$ cat src/lhp_pkg.sv
// =====================================================
// Shared constants for the LCD host port
package lhp_pkg;
    // Memory sizes
    localparam int LHP_DISP_DEPTH = 80;
    localparam int LHP_GLYPH_DEPTH = 64;
    localparam int LHP_ICON_DEPTH = 16;
    localparam int LHP_FIFO_DEPTH = 4;
    localparam int LHP_ENTRY_W = 17;
    // Busy time of an instruction, in clock cycles
    localparam int LHP_INSTR_CYCLES = 8;
    // Serial start byte layout
    localparam logic [4:0] LHP_SYNC = 5'h1F;
    localparam int LHP_SB_RW = 2;
    localparam int LHP_SB_RS = 1;
    // Instruction codes and masks
    localparam logic [7:0] LHP_OPC_DISP = 8'h80;
    localparam logic [7:0] LHP_MSK_DISP = 8'h80;
    localparam logic [7:0] LHP_OPC_GLYPH = 8'h40;
    localparam logic [7:0] LHP_MSK_GLYPH = 8'hC0;
    localparam logic [7:0] LHP_OPC_ICON = 8'h10;
    localparam logic [7:0] LHP_MSK_ICON = 8'hF0;
    localparam logic [7:0] LHP_OPC_FUNC = 8'h20;
    localparam logic [7:0] LHP_MSK_FUNC = 8'hE0;
    localparam logic [7:0] LHP_OPC_ENTRY = 8'h04;
    localparam logic [7:0] LHP_MSK_ENTRY = 8'hFC;
    // Instruction field positions
    localparam int LHP_FS_DL = 4;
    localparam int LHP_FS_N = 3;
    localparam int LHP_FS_F6 = 2;
    localparam int LHP_FS_NW = 0;
    localparam int LHP_EM_ID = 1;
    // Display address layout
    localparam logic [6:0] LHP_LAST_1L = 7'h4F;
    localparam logic [6:0] LHP_L1_LAST = 7'h27;
    localparam logic [6:0] LHP_L2_BASE = 7'h40;
    localparam logic [6:0] LHP_L2_LAST = 7'h67;
    localparam logic [5:0] LHP_SPLIT_5DOT = 6'h0C;
    localparam logic [5:0] LHP_SPLIT_6DOT = 6'h0A;
    localparam logic [3:0] LHP_GLYPH_CODE_HI = 4'h0;
    // Common rows and icon segment counts
    localparam logic [5:0] LHP_COM_FIRST = 6'h01;
    localparam logic [5:0] LHP_COM_HALF = 6'h08;
    localparam logic [5:0] LHP_ICON_COM_A = 6'h00;
    localparam logic [5:0] LHP_ICON_COM_1L = 6'h11;
    localparam logic [5:0] LHP_ICON_COM_NL = 6'h21;
    localparam logic [6:0] LHP_SEG_BASE = 7'h3C;
    localparam logic [6:0] LHP_SEG_EXT = 7'h50;
    // Reset values
    localparam logic LHP_RST_DL = 1'b1;
    localparam logic LHP_RST_ID = 1'b1;
    typedef enum logic [1:0] {
        LHP_MEM_DISP, LHP_MEM_GLYPH, LHP_MEM_ICON
    } lhp_mem_t;
    typedef enum logic [1:0] {
        LHP_LINES_1, LHP_LINES_2, LHP_LINES_4
    } lhp_lines_t;
    typedef enum logic {LHP_SER_START, LHP_SER_DATA} lhp_ser_t;
endpackage

$ cat src/lhp_host_port.sv
`timescale 1ns/100ps
`default_nettype none
// =====================================================
// Notes on behaviour
// - Serial by mode pin, bus width by bit
// - Instruction write-only, data register read/write
// - Data writes go to selected memory
// - Address instruction prefetches addressed byte
// - Data read reloads register from next address
// - Select from pin or start byte bit
// - Busy refuses further instructions
// - Status read gives busy and pointer
// - Select and direction decode access kind
// - Address instruction loads pointer, picks memory
// - Pointer steps after each data access
// - Eighty display bytes, all host usable
// - Line mode from two bits
// - Two-line 5-dot halves at 0C, 4C
// - Two-line 6-dot halves at 0A, 4A
// - Four lines of eight rows each
// - Icon rows by line mode, segment count by extension pin
// - Icon byte: six on, two blink
// - Low codes select eight glyph RAM patterns
// - Refresh and host access in separate slots

// =====================================================
// Small FIFO between host writes and memory
module lhp_fifo #(
    parameter int WIDTH = 17,
    parameter int DEPTH = 4
) (
    // Clock and reset
    input wire logic clock_i,
    input wire logic arst_n_i,
    // Fill side
    input wire logic in_valid_i,
    output logic in_ready_o,
    input wire logic [WIDTH-1:0] in_data_i,
    // Drain side
    output logic out_valid_o,
    input wire logic out_ready_i,
    output logic [WIDTH-1:0] out_data_o
);
    localparam int AW = (DEPTH > 1) ? $clog2(DEPTH) : 1;
    localparam logic [AW:0] FULL = (AW+1)'(DEPTH);
    localparam logic [AW-1:0] LAST = AW'(DEPTH - 1);

    if (DEPTH < 2 || WIDTH < 1) begin : g_chk
        $error("lhp_fifo needs DEPTH >= 2 and WIDTH >= 1");
    end

    logic [WIDTH-1:0] mem_q [DEPTH];
    logic [AW-1:0] wr_q;
    logic [AW-1:0] rd_q;
    logic [AW:0] cnt_q;
    wire logic push;
    wire logic pop;

    // Handshakes; full and empty come from the count
    assign in_ready_o = (cnt_q != FULL);
    assign out_valid_o = (cnt_q != '0);
    assign out_data_o = mem_q[rd_q];
    assign push = in_valid_i & in_ready_o;
    assign pop = out_valid_o & out_ready_i;

    // Storage needs no reset; the count guards it
    always_ff @(posedge clock_i) begin
        if (push) begin
            mem_q[wr_q] <= in_data_i;
        end
    end

    // Pointers wrap at DEPTH, not at a power of two
    always_ff @(posedge clock_i or negedge arst_n_i) begin
        if (!arst_n_i) begin
            wr_q <= '0;
            rd_q <= '0;
            cnt_q <= '0;
        end else begin
            if (push) begin
                wr_q <= (wr_q == LAST) ? '0 : wr_q + 1'b1;
            end
            if (pop) begin
                rd_q <= (rd_q == LAST) ? '0 : rd_q + 1'b1;
            end
            if (push && !pop) begin
                cnt_q <= cnt_q + 1'b1;
            end else if (pop && !push) begin
                cnt_q <= cnt_q - 1'b1;
            end
        end
    end
endmodule // lhp_fifo

// =====================================================
// Host port, memories and refresh read-out
module lhp_host_port import lhp_pkg::*; #(
    parameter int INSTR_CYCLES = LHP_INSTR_CYCLES,
    parameter int FIFO_DEPTH = LHP_FIFO_DEPTH
) (
    // Clock and reset
    input wire logic clock_i,
    input wire logic arst_n_i,
    // Straps
    input wire logic interface_mode_pin_i,
    input wire logic extension_enable_pin_i,
    // Parallel bus; enable_i is also the serial clock
    input wire logic enable_i,
    input wire logic register_select_i,
    input wire logic read_not_write_i,
    input wire logic [7:0] db_i,
    output logic [7:0] db_o,
    output logic db_oe_n_o,
    // Serial link
    input wire logic serial_select_n_i,
    input wire logic serial_data_i,
    output logic serial_data_o,
    // Status
    output logic busy_indication_o,
    // Refresh read-out
    output logic [6:0] refresh_addr_o,
    output logic [7:0] refresh_code_o,
    output logic [1:0] refresh_line_o,
    output logic [5:0] refresh_com_o,
    output logic refresh_glyph_ram_o,
    output logic [5:0] icon_on_o,
    output logic [1:0] icon_blink_o,
    output logic [5:0] icon_com_a_o,
    output logic [5:0] icon_com_b_o,
    output logic [6:0] icon_seg_count_o
);
    localparam int CW = $clog2(INSTR_CYCLES + 1);
    localparam logic [CW-1:0] BUSY_LOAD = CW'(INSTR_CYCLES);
    localparam logic [6:0] DISP_LAST = 7'(LHP_DISP_DEPTH - 1);

    if (INSTR_CYCLES < 1 || FIFO_DEPTH < 2) begin : g_chk
        $error("lhp_host_port needs INSTR_CYCLES>=1, FIFO_DEPTH>=2");
    end

    // =================================================
    // Helper functions
    function automatic logic op_is(input logic [7:0] b,
        input logic [7:0] code, input logic [7:0] mask);
        return (b & mask) == code;
    endfunction

    // Next pointer value; display wraps per line layout
    function automatic logic [6:0] step_addr(input logic [6:0] a,
        input lhp_mem_t m, input lhp_lines_t l, input logic inc);
        logic [6:0] n;
        n = inc ? a + 7'h01 : a - 7'h01;
        case (m)
            LHP_MEM_GLYPH: n = {1'b0, n[5:0]};
            LHP_MEM_ICON: n = {3'h0, n[3:0]};
            default: begin
                if (l == LHP_LINES_1) begin
                    if (inc && a == LHP_LAST_1L) n = 7'h00;
                    else if (!inc && a == 7'h00) n = LHP_LAST_1L;
                end else begin
                    if (inc && a == LHP_L1_LAST) n = LHP_L2_BASE;
                    else if (inc && a == LHP_L2_LAST) n = 7'h00;
                    else if (!inc && a == 7'h00) n = LHP_L2_LAST;
                    else if (!inc && a == LHP_L2_BASE) n = LHP_L1_LAST;
                end
            end
        endcase
        return n;
    endfunction

    // Text line of a display address
    function automatic logic [1:0] line_of(input logic [6:0] a,
        input lhp_lines_t l);
        case (l)
            LHP_LINES_2: return {1'b0, a[6]};
            LHP_LINES_4: return a[6:5];
            default: return 2'h0;
        endcase
    endfunction

    // First common row driven by a display address
    function automatic logic [5:0] com_of(input logic [6:0] a,
        input lhp_lines_t l, input logic f6);
        logic [5:0] split;
        logic half;
        split = f6 ? LHP_SPLIT_6DOT : LHP_SPLIT_5DOT;
        half = (l == LHP_LINES_1) ? (a >= {1'b0, split})
                                  : (a[5:0] >= split);
        case (l)
            LHP_LINES_4: return {1'b0, a[6:5], 3'h0} + LHP_COM_FIRST;
            LHP_LINES_2: return {1'b0, a[6], 4'h0} + LHP_COM_FIRST
                + (half ? LHP_COM_HALF : 6'h00);
            default: return LHP_COM_FIRST
                + (half ? LHP_COM_HALF : 6'h00);
        endcase
    endfunction

    // =================================================
    // State
    logic bus_width_q, two_line_q, four_line_q, font6_q, inc_q;
    lhp_mem_t target_q;
    logic [6:0] ptr_q;
    logic [7:0] dtr_q;
    logic [CW-1:0] instr_cnt_q;
    logic pend_q, busy_q, slot_q, e_prev_q, nib_q;
    logic [3:0] hi_q;
    lhp_ser_t ser_state_q;
    logic [2:0] ser_cnt_q;
    logic [7:0] ser_sh_q, ser_out_q;
    logic ser_rs_q, ser_rw_q, sod_q;
    logic [7:0] db_q;
    logic db_oe_n_q;
    logic [6:0] scan_q;
    logic [7:0] disp_mem [LHP_DISP_DEPTH];
    logic [7:0] glyph_mem [LHP_GLYPH_DEPTH];
    logic [7:0] icon_mem [LHP_ICON_DEPTH];

    // =================================================
    // Strobe edges and access capture
    wire logic par_mode, e_rise, e_fall, ser_rise, ser_fall;
    wire logic par_ev, ser_ev, acc_v, acc_rs, acc_rw;
    wire logic [7:0] par_byte, ser_byte, acc_byte, rd_value;
    wire logic ser_rs_nxt, sel_rs;
    lhp_lines_t lines;

    assign par_mode = ~interface_mode_pin_i;
    assign e_rise = enable_i & ~e_prev_q;
    assign e_fall = ~enable_i & e_prev_q;
    assign ser_rise = ~par_mode & ~serial_select_n_i & e_rise;
    assign ser_fall = ~par_mode & ~serial_select_n_i & e_fall;
    // 4-bit bus: high nibble first, the pair acts as one access
    assign par_ev = par_mode & e_fall & (bus_width_q | nib_q);
    assign par_byte = bus_width_q ? db_i : {hi_q, db_i[7:4]};
    assign ser_byte = {ser_sh_q[6:0], serial_data_i};
    assign ser_ev = ser_rise & (ser_state_q == LHP_SER_DATA)
        & (ser_cnt_q == 3'h7);
    assign acc_v = par_ev | ser_ev;
    assign acc_rs = par_mode ? register_select_i : ser_rs_q;
    assign acc_rw = par_mode ? read_not_write_i : ser_rw_q;
    assign acc_byte = par_mode ? par_byte : ser_byte;
    assign ser_rs_nxt = (ser_state_q == LHP_SER_START)
        ? ser_byte[LHP_SB_RS] : ser_rs_q;
    assign sel_rs = par_mode ? register_select_i : ser_rs_nxt;
    // Instruction register never reads back; status does
    assign rd_value = sel_rs ? dtr_q : {busy_q, ptr_q};
    // Line mode from the two bits, four-line wins
    assign lines = four_line_q ? LHP_LINES_4
        : (two_line_q ? LHP_LINES_2 : LHP_LINES_1);

    // =================================================
    // Access decode and instruction fields
    wire logic wr_instr, wr_data, rd_data, fifo_in_ready;
    wire logic op_disp, op_glyph, op_icon, op_func, op_entry;
    wire logic set_addr, prefetch, pop, f_valid;
    wire logic [6:0] new_ptr, ptr_next, f_addr;
    wire logic [7:0] f_data, host_rd;
    wire logic [LHP_ENTRY_W-1:0] f_out;
    lhp_mem_t new_tgt, f_tgt;

    assign wr_instr = acc_v & ~acc_rs & ~acc_rw & ~busy_q;
    assign wr_data = acc_v & acc_rs & ~acc_rw & fifo_in_ready;
    assign rd_data = acc_v & acc_rs & acc_rw;
    assign op_disp = wr_instr & op_is(acc_byte, LHP_OPC_DISP,
        LHP_MSK_DISP);
    assign op_glyph = wr_instr & op_is(acc_byte, LHP_OPC_GLYPH,
        LHP_MSK_GLYPH);
    assign op_icon = wr_instr & op_is(acc_byte, LHP_OPC_ICON,
        LHP_MSK_ICON);
    assign op_func = wr_instr & op_is(acc_byte, LHP_OPC_FUNC,
        LHP_MSK_FUNC);
    assign op_entry = wr_instr & op_is(acc_byte, LHP_OPC_ENTRY,
        LHP_MSK_ENTRY);
    assign set_addr = op_disp | op_glyph | op_icon;
    // Address field width follows the named memory
    assign new_ptr = op_disp ? acc_byte[6:0]
        : (op_glyph ? {1'b0, acc_byte[5:0]}
                    : {3'h0, acc_byte[3:0]});
    assign new_tgt = op_disp ? LHP_MEM_DISP
        : (op_glyph ? LHP_MEM_GLYPH : LHP_MEM_ICON);
    assign ptr_next = step_addr(ptr_q, target_q, lines, inc_q);

    // Host memory work only in host slots, refresh never waits
    assign pop = f_valid & slot_q & (instr_cnt_q == '0);
    assign prefetch = pend_q & slot_q & ~f_valid
        & (instr_cnt_q == '0);
    assign f_tgt = lhp_mem_t'(f_out[16:15]);
    assign f_addr = f_out[14:8];
    assign f_data = f_out[7:0];
    assign host_rd = (target_q == LHP_MEM_GLYPH)
        ? glyph_mem[ptr_q[5:0]]
        : ((target_q == LHP_MEM_ICON) ? icon_mem[ptr_q[3:0]]
        : ((ptr_q <= DISP_LAST) ? disp_mem[ptr_q] : 8'h00));

    // Each write carries its own target and address
    lhp_fifo #(
        .WIDTH(LHP_ENTRY_W),
        .DEPTH(FIFO_DEPTH)
    ) u_wr_fifo (
        .clock_i(clock_i),
        .arst_n_i(arst_n_i),
        .in_valid_i(acc_v & acc_rs & ~acc_rw),
        .in_ready_o(fifo_in_ready),
        .in_data_i({target_q, ptr_q, acc_byte}),
        .out_valid_o(f_valid),
        .out_ready_i(pop),
        .out_data_o(f_out)
    );

    // =================================================
    // Memory writes; out-of-range display addresses drop
    always_ff @(posedge clock_i) begin
        if (pop) begin
            case (f_tgt)
                LHP_MEM_GLYPH: glyph_mem[f_addr[5:0]] <= f_data;
                LHP_MEM_ICON: icon_mem[f_addr[3:0]] <= f_data;
                default: begin
                    if (f_addr <= DISP_LAST) begin
                        disp_mem[f_addr] <= f_data;
                    end
                end
            endcase
        end
    end

    // Modes, pointer and data register
    always_ff @(posedge clock_i or negedge arst_n_i) begin
        if (!arst_n_i) begin
            bus_width_q <= LHP_RST_DL;
            two_line_q <= 1'b0;
            four_line_q <= 1'b0;
            font6_q <= 1'b0;
            inc_q <= LHP_RST_ID;
            target_q <= LHP_MEM_DISP;
            ptr_q <= 7'h00;
            dtr_q <= 8'h00;
        end else begin
            if (op_func) begin
                bus_width_q <= acc_byte[LHP_FS_DL];
                two_line_q <= acc_byte[LHP_FS_N];
                font6_q <= acc_byte[LHP_FS_F6];
                four_line_q <= acc_byte[LHP_FS_NW];
            end
            if (op_entry) begin
                inc_q <= acc_byte[LHP_EM_ID];
            end
            if (set_addr) begin
                ptr_q <= new_ptr;
                target_q <= new_tgt;
            end else if (wr_data || rd_data) begin
                ptr_q <= ptr_next;
            end
            if (wr_data) begin
                dtr_q <= acc_byte;
            end else if (prefetch) begin
                dtr_q <= host_rd;
            end
        end
    end

    // Busy: counter for instructions, queue for data
    always_ff @(posedge clock_i or negedge arst_n_i) begin
        if (!arst_n_i) begin
            instr_cnt_q <= '0;
            pend_q <= 1'b0;
            busy_q <= 1'b0;
        end else begin
            if (wr_instr) begin
                instr_cnt_q <= BUSY_LOAD;
            end else if (instr_cnt_q != '0) begin
                instr_cnt_q <= instr_cnt_q - 1'b1;
            end
            // A new request wins over the prefetch finishing
            pend_q <= set_addr | rd_data | (pend_q & ~prefetch);
            busy_q <= wr_instr | wr_data | (instr_cnt_q > 1)
                | (f_valid & ~pop) | (pend_q & ~prefetch)
                | set_addr | rd_data;
        end
    end

    // =================================================
    // Parallel bus: nibble pairing and read drive
    always_ff @(posedge clock_i or negedge arst_n_i) begin
        if (!arst_n_i) begin
            e_prev_q <= 1'b0;
            nib_q <= 1'b0;
            hi_q <= 4'h0;
            db_q <= 8'h00;
            db_oe_n_q <= 1'b1;
        end else begin
            e_prev_q <= enable_i;
            // Width change restarts pairing at the high nibble
            if (op_func) begin
                nib_q <= 1'b0;
            end else if (par_mode && e_fall && !bus_width_q) begin
                nib_q <= ~nib_q;
                if (!nib_q) begin
                    hi_q <= db_i[7:4];
                end
            end
            db_q <= bus_width_q ? rd_value
                : (nib_q ? {rd_value[3:0], 4'h0}
                         : {rd_value[7:4], 4'h0});
            db_oe_n_q <= ~(par_mode & enable_i & read_not_write_i);
        end
    end

    // =================================================
    // Serial link: start byte, then bytes MSB first
    // Back-to-back reads reuse the byte seen at the last
    // byte boundary, so a prefetch may not be visible yet.
    always_ff @(posedge clock_i or negedge arst_n_i) begin
        if (!arst_n_i) begin
            ser_state_q <= LHP_SER_START;
            ser_cnt_q <= 3'h0;
            ser_sh_q <= 8'h00;
            ser_rs_q <= 1'b0;
            ser_rw_q <= 1'b0;
            ser_out_q <= 8'h00;
            sod_q <= 1'b0;
        end else if (serial_select_n_i || par_mode) begin
            ser_state_q <= LHP_SER_START;
            ser_cnt_q <= 3'h0;
        end else if (ser_rise) begin
            ser_sh_q <= ser_byte;
            ser_cnt_q <= ser_cnt_q + 3'h1;
            if (ser_cnt_q == 3'h7) begin
                ser_out_q <= rd_value;
                case (ser_state_q)
                    LHP_SER_START: begin
                        if (ser_byte[7:3] == LHP_SYNC) begin
                            ser_state_q <= LHP_SER_DATA;
                            ser_rw_q <= ser_byte[LHP_SB_RW];
                            ser_rs_q <= ser_byte[LHP_SB_RS];
                        end
                    end
                    default: ;
                endcase
            end
        end else if (ser_fall && ser_state_q == LHP_SER_DATA
                     && ser_rw_q) begin
            sod_q <= ser_out_q[7];
            ser_out_q <= {ser_out_q[6:0], 1'b0};
        end
    end

    // =================================================
    // Refresh slots: display and icon scan read-out
    wire logic [7:0] scan_code, icon_word;
    assign scan_code = disp_mem[scan_q];
    assign icon_word = icon_mem[scan_q[3:0]];

    always_ff @(posedge clock_i or negedge arst_n_i) begin
        if (!arst_n_i) begin
            slot_q <= 1'b0;
            scan_q <= 7'h00;
            refresh_addr_o <= 7'h00;
            refresh_code_o <= 8'h00;
            refresh_line_o <= 2'h0;
            refresh_com_o <= LHP_COM_FIRST;
            refresh_glyph_ram_o <= 1'b0;
            icon_on_o <= 6'h00;
            icon_blink_o <= 2'h0;
            icon_com_a_o <= LHP_ICON_COM_A;
            icon_com_b_o <= LHP_ICON_COM_1L;
            icon_seg_count_o <= LHP_SEG_BASE;
        end else begin
            slot_q <= ~slot_q;
            icon_com_a_o <= LHP_ICON_COM_A;
            icon_com_b_o <= (lines == LHP_LINES_1)
                ? LHP_ICON_COM_1L : LHP_ICON_COM_NL;
            icon_seg_count_o <= extension_enable_pin_i
                ? LHP_SEG_EXT : LHP_SEG_BASE;
            if (!slot_q) begin
                scan_q <= (scan_q == DISP_LAST) ? 7'h00
                    : scan_q + 7'h01;
                refresh_addr_o <= scan_q;
                refresh_code_o <= scan_code;
                refresh_line_o <= line_of(scan_q, lines);
                refresh_com_o <= com_of(scan_q, lines,
                    font6_q);
                refresh_glyph_ram_o <= (scan_code[7:4]
                    == LHP_GLYPH_CODE_HI);
                icon_on_o <= icon_word[5:0];
                icon_blink_o <= icon_word[7:6];
            end
        end
    end

    // Outputs straight from flops
    assign db_o = db_q;
    assign db_oe_n_o = db_oe_n_q;
    assign serial_data_o = sod_q;
    assign busy_indication_o = busy_q;
endmodule // lhp_host_port
`default_nettype wire

$ cat config.mk
export PLATFORM = sky130hd
export DESIGN_NAME = lhp_host_port
export DESIGN_NICKNAME = d
export VERILOG_FILES = /design/src/lhp_pkg.sv /design/src/lhp_host_port.sv
export SDC_FILE = /design/constraint.sdc
export NUM_CORES = 2
export LEC_CHECK = 0
export ABC_CLOCK_PERIOD_IN_PS = 8700
export BUFFER_PORTS_ARGS = -buffer_cell sky130_fd_sc_hd__buf_2
export CORE_ASPECT_RATIO = 1.2
export CORE_UTILIZATION = 55
export DETAILED_ROUTE_END_ITERATION = 7
export GPL_ROUTABILITY_DRIVEN = 0
export PLACE_DENSITY_LB_ADDON = 0.08
export SYNTH_ARGS = -nofsm -noshare
export SYNTH_HDL_FRONTEND = slang
export SYNTH_SLANG_ARGS = --single-unit
$ cat constraint.sdc
create_clock -name clock_i -period 8.7 [get_ports clock_i]
set_clock_uncertainty 0.2 [all_clocks]
set_input_delay 0.435 -clock clock_i [delete_from_list [all_inputs] [get_ports clock_i]]
set_output_delay 0.435 -clock clock_i [all_outputs]
set_load 0.02 [all_outputs]
==> metrics.sh <==
SLEW_VIOLATIONS=2
SYNTHESIS.AREA_PER_INSTANCE_SQ_UM=19.1
FAILED_CHECKS='DRC, capacitance limit, slew limit'
DIE_HEIGHT_MICRONS=376
R2R_CELLS=8
SETUP-VIOLATIONS-FINAL=0
AREA_GROWTH_SYN_TO_LAYOUT_PCT=9.73
CLKTRANSATPATHREGS_NS=0.06
RSZ0062_AT_GRT='no'
CLOCK_TREE.BUFFER_DEPTH=3
CTS_ROOT_BUFFER='sky130_fd_sc_hd__clkbuf_16'
STARTPOINT='ptr_q[2]'
CTS_HTREE_LEVELS=4
CRITPATHCAPTURETYPE='register'
CRITICAL_PATH.MAX_FANOUT=28
FINAL_LAYOUT_SIZE_SUFFIX_GT1_FRAC=0.277
CRIT_FAMILY='buffers and inverters'
ROUTED-VIA-COUNT=34500
WORSTSETUPPATHDEPTH=8
CRITICAL-PATH-SLOWEST-CELL='sky130_fd_sc_hd__nor4_1'
POWER_SWITCHING_SHARE=0.290
GLOBALROUTETOTALUTIL=0.302
RUN_STATUS='finished with violations'
TIGHTESTPINTRANSITION_NS=1.54
SYNTHESIS.INSTANCES=3368
VIAS_PER_CELL=6.82
FINAL_ANTENNA_NET_COUNT=0
SYNTH_EDF_COUNT=1348
FINAL-HOLD-VIOLATION-COUNT=0
YS_FF_LATCH=1460
TOTAL_SWITCHING_POWER_uW=5590
FIN_CRIT_SH=0.563
MULTI_INPUT_AREA_SQ_UM=19600
TIMING.FINAL.CRIT_PERIOD_NS=4.90
DESIGN.DIE.AREA_SQ_UM=118000
CRITICAL_PATH.N_BUFFERS_INVERTERS=3
IR_WORST_VDD_V=0.000193
POST-ROUTE-UTIL=0.612
YOSYSTOPAREACELLSHARE=0.630
FP-ROW-COUNT=136
SEQ_AREA_SQ_UM=43300
CTS_TREE='built'
SYNTH_FLOP_CELL='sky130_fd_sc_hd__edfxtp_1'
SYN_AREA_SQ_UM=64200
COMBPWRFRAC=0.226
MIN_PATH_TYPE='input port to asynchronous set/reset pin'
POWER.SHARE.CLOCK=0.313
DETAILEDROUTE.FIRSTITERATIONVIOLATIONS=4172
GLOBAL_ROUTE_WIRE_LENGTH_BEFORE_REPAIR_MM=253
CAP_VIOL_MAX_COUNT=1
POST_CTS.REPAIR.SETUP_BUFFERS=0
SEQ_POWER_SHARE=0.460
POWER_DENSITY_nW_PER_UM2=273
WORST_PATH_MOST_REPEATED_CELL='sky130_fd_sc_hd__buf_4'
SETUP.WORST_PATH.START_CLASS='register'
DRT_DRC_VIOLATIONS_LEFT=1
WORST_PATH_LARGEST_CELL_DELAY_NS=1.20
YOSYSWARNINGCOUNT=0
INITIAL_UTILIZATION=0.557
DRT-PASS1-ITER-COUNT=8
TOP_LEVEL_PORTS=79
LEAKAGEPOWER_uW=0.0223
DP_HPWL_MM=109
INITIAL_ANTENNA_VIOLATION_COUNT=4
POST_DRT_WL_PER_CELL_MICRONS=34.3
FIN_SETUP_TNS_NS=0
FILLERS=8109
CTS_NUM_SINKS=1460
TIMING.SETUP.CRITICAL_PATH_CLASS='register to register'
CRITICAL_PATH.CELL_CHAIN='buf_4 -> inv_4 -> buf_4 -> mux4_2 -> nand3_1 -> o21ai_0 -> nor4_1 -> o31ai_1'
SYNTH_ASYNC_SR_FLOP_SHARE=0.0767
TIMING.RR.START='ptr_q[2]'
NETLIST.TOP_CELL.BY_AREA='sky130_fd_sc_hd__edfxtp_1'
SEQUENTIAL_FRACTION_OF_THE_SYNTHESIS_AREA=0.674
PORTBUFFERS=61
CLK_LATENCY_WORST_SKEW_PAIR_NS=0.79
INTERNAL-POWER_uW=13700
MAXIMUM_CLOCK_FREQUENCY_MHz=204
ROUTE.FINAL.WIRE_LENGTH_MM=174
POST_SYNTH_NUM_CELL_TYPES=68
CRIT_ARRIVAL_NS=5.29
SYNTH_AREA_LEADERS='sky130_fd_sc_hd__edfxtp_1 63%, sky130_fd_sc_hd__mux4_2 20%, sky130_fd_sc_hd__dfrtp_1 4.2%'
CRIT_REQUIRED_NS=9.10
DESIGN_POWER_TOTAL_uW=19300
CHIPWIDTH_MICRONS=314
CTS_INSERTED_BUFFERS=147
CORE_AREA_SQ_UM=115000
MAX_SLEW_MARGIN=-0.0381
GRT_PASS1_VIAS=35400
GRT-OVFL-TOTAL=0
NETS=3465
PIN_COUNT_OF_THE_BIGGEST_NET_ENTERING_GLOBAL_ROUTING=112
==> path summary, 6_finish.rpt <==
check | end | slack, ns
setup / recovery | dtr_q[6] | 3.80
hold / removal | icon_on_o[1] | 0.07
setup reg to reg | dtr_q[6] | 3.80
hold reg to reg | icon_on_o[1] | 0.27
max in group asynchronous | ptr_q[1] | 6.70
min in group clock_i | icon_seg_count_o[5] | 0.12
==> timing repair <==
action,in CTS,in global routing
resized for setup,0,0
hold buffers,14,0
hold endpoints to repair,70,0
==> metrics by stage <==
stage	setup WS [ns]	hold slack, ns	std cells	cell area [sq um]
global route	3.83	0.117	5062	70500
CTS	3.92	0.0333	5062	70500
finish	3.80	0.0672	5063	70500
global placement	3.70	0.249	4777	65800
floorplan	5.06	-0.0606	3383	64300
detailed placement	3.93	0.258	4779	65800
==> flip-flops by register name, indices dropped and copies added, names as in the netlist, 3 cells and up <==
signal / count
disp_mem: 640
glyph_mem: 512
icon_mem: 128
u_wr_fifo.mem_q: 68
db_o: 8
dtr_q: 8
refresh_code_o: 8
ser_out_q: 8
ptr_q: 7
refresh_addr_o: 7
scan_q: 7
ser_sh_q: 7
icon_on_o: 6
hi_q: 4
instr_cnt_q: 4
ser_cnt_q: 3
u_wr_fifo.cnt_q: 3
==> cells by family (layout without fill, tap and decap cells) <==
group | after synthesis | count (layout) | synth area share
xor gates and xnor gates | 11 | 11 | 0.00150
buffers and inverters | 278 | 439 | 0.0224
DFF | 1460 | 1460 | 0.674
AOI/OAI and AO/OA | 284 | 284 | 0.0307
muxes | 736 | 736 | 0.227
other | 2 | 18 | 0.000117
adders and majority gates | 24 | 24 | 0.00491
and+or+nand+nor | 573 | 573 | 0.0396
==> synthesized netlist by cell type, types with 33 or more instances <==
library cell,n
sky130_fd_sc_hd__edfxtp_1,1348
sky130_fd_sc_hd__mux2i_1,113
sky130_fd_sc_hd__buf_2,39
sky130_fd_sc_hd__inv_1,33
sky130_fd_sc_hd__clkbuf_1,112
sky130_fd_sc_hd__o21ai_0,48
sky130_fd_sc_hd__buf_4,42
sky130_fd_sc_hd__nor2_1,234
sky130_fd_sc_hd__mux4_2,570
sky130_fd_sc_hd__mux2_2,53
sky130_fd_sc_hd__dfrtp_1,107
sky130_fd_sc_hd__a21oi_1,45
sky130_fd_sc_hd__nand2_1,169
==> placed cells by master, fill, tap and decap left out, types with 10 or more instances in the layout <==
cell,netlist,routed
sky130_fd_sc_hd__a21oi_1,45,45
sky130_fd_sc_hd__o221ai_1,14,14
sky130_fd_sc_hd__a31oi_1,18,18
sky130_fd_sc_hd__nand2_1,169,169
sky130_fd_sc_hd__or2_2,10,10
sky130_fd_sc_hd__and2_1,12,12
sky130_fd_sc_hd__nor3_1,29,21
sky130_fd_sc_hd__mux4_2,570,562
sky130_fd_sc_hd__o21ai_0,48,47
sky130_fd_sc_hd__dfrtp_1,107,97
sky130_fd_sc_hd__ha_1,22,22
sky130_fd_sc_hd__nor2b_1,21,20
sky130_fd_sc_hd__a221oi_1,16,16
sky130_fd_sc_hd__conb_1,2,17
sky130_fd_sc_hd__nand2b_1,30,30
sky130_fd_sc_hd__inv_1,33,32
sky130_fd_sc_hd__o211ai_1,12,12
sky130_fd_sc_hd__buf_2,39,61
sky130_fd_sc_hd__clkinv_2,0,20
sky130_fd_sc_hd__clkbuf_16,0,150
sky130_fd_sc_hd__dlygate4sd3_1,0,14
sky130_fd_sc_hd__a21o_1,13,13
sky130_fd_sc_hd__a211oi_1,16,16
sky130_fd_sc_hd__buf_4,42,55
sky130_fd_sc_hd__mux2i_1,113,113
sky130_fd_sc_hd__edfxtp_1,1348,1348
sky130_fd_sc_hd__or3_1,11,10
sky130_fd_sc_hd__o22ai_1,29,29
sky130_fd_sc_hd__nor2_1,234,234
sky130_fd_sc_hd__mux2_2,53,53
sky130_fd_sc_hd__clkinv_1,0,30
sky130_fd_sc_hd__clkbuf_1,112,43
sky130_fd_sc_hd__nand3_1,21,21
==> cell type report <==
cell class	instances	area share
Antenna cell	1	0.0000355
Clock buffer	199	0.0567
Clock inverter	70	0.00751
Inverter	34	0.00185
Multi-Input combinational cell	1645	0.278
Sequential cell	1460	0.615
Tap cell	1518	0.0270
Timing Repair Buffer	136	0.0137
==> metal layers <==
layer | routed length, microns | vias up | global-route usage
li1 | - | 14000 | -
met1 | 65800 | 18300 | 0.410
met2 | 84600 | 1846 | 0.479
met3 | 15600 | 396 | 0.0618
met4 | 7680 | 6 | 0.125
met5 | 35 | - | 0
==> power by group through the flow <==
stage	Clock (uW)	Sequential, uW	Combinational [uW]
floorplan	0	8930	3000
global route	6350	8880	4620
detailed placement	0	9010	4380
finish	6030	8870	4360
CTS	6100	8870	4400
global placement	0	9000	4260
(Power assumes the default switching activity.)
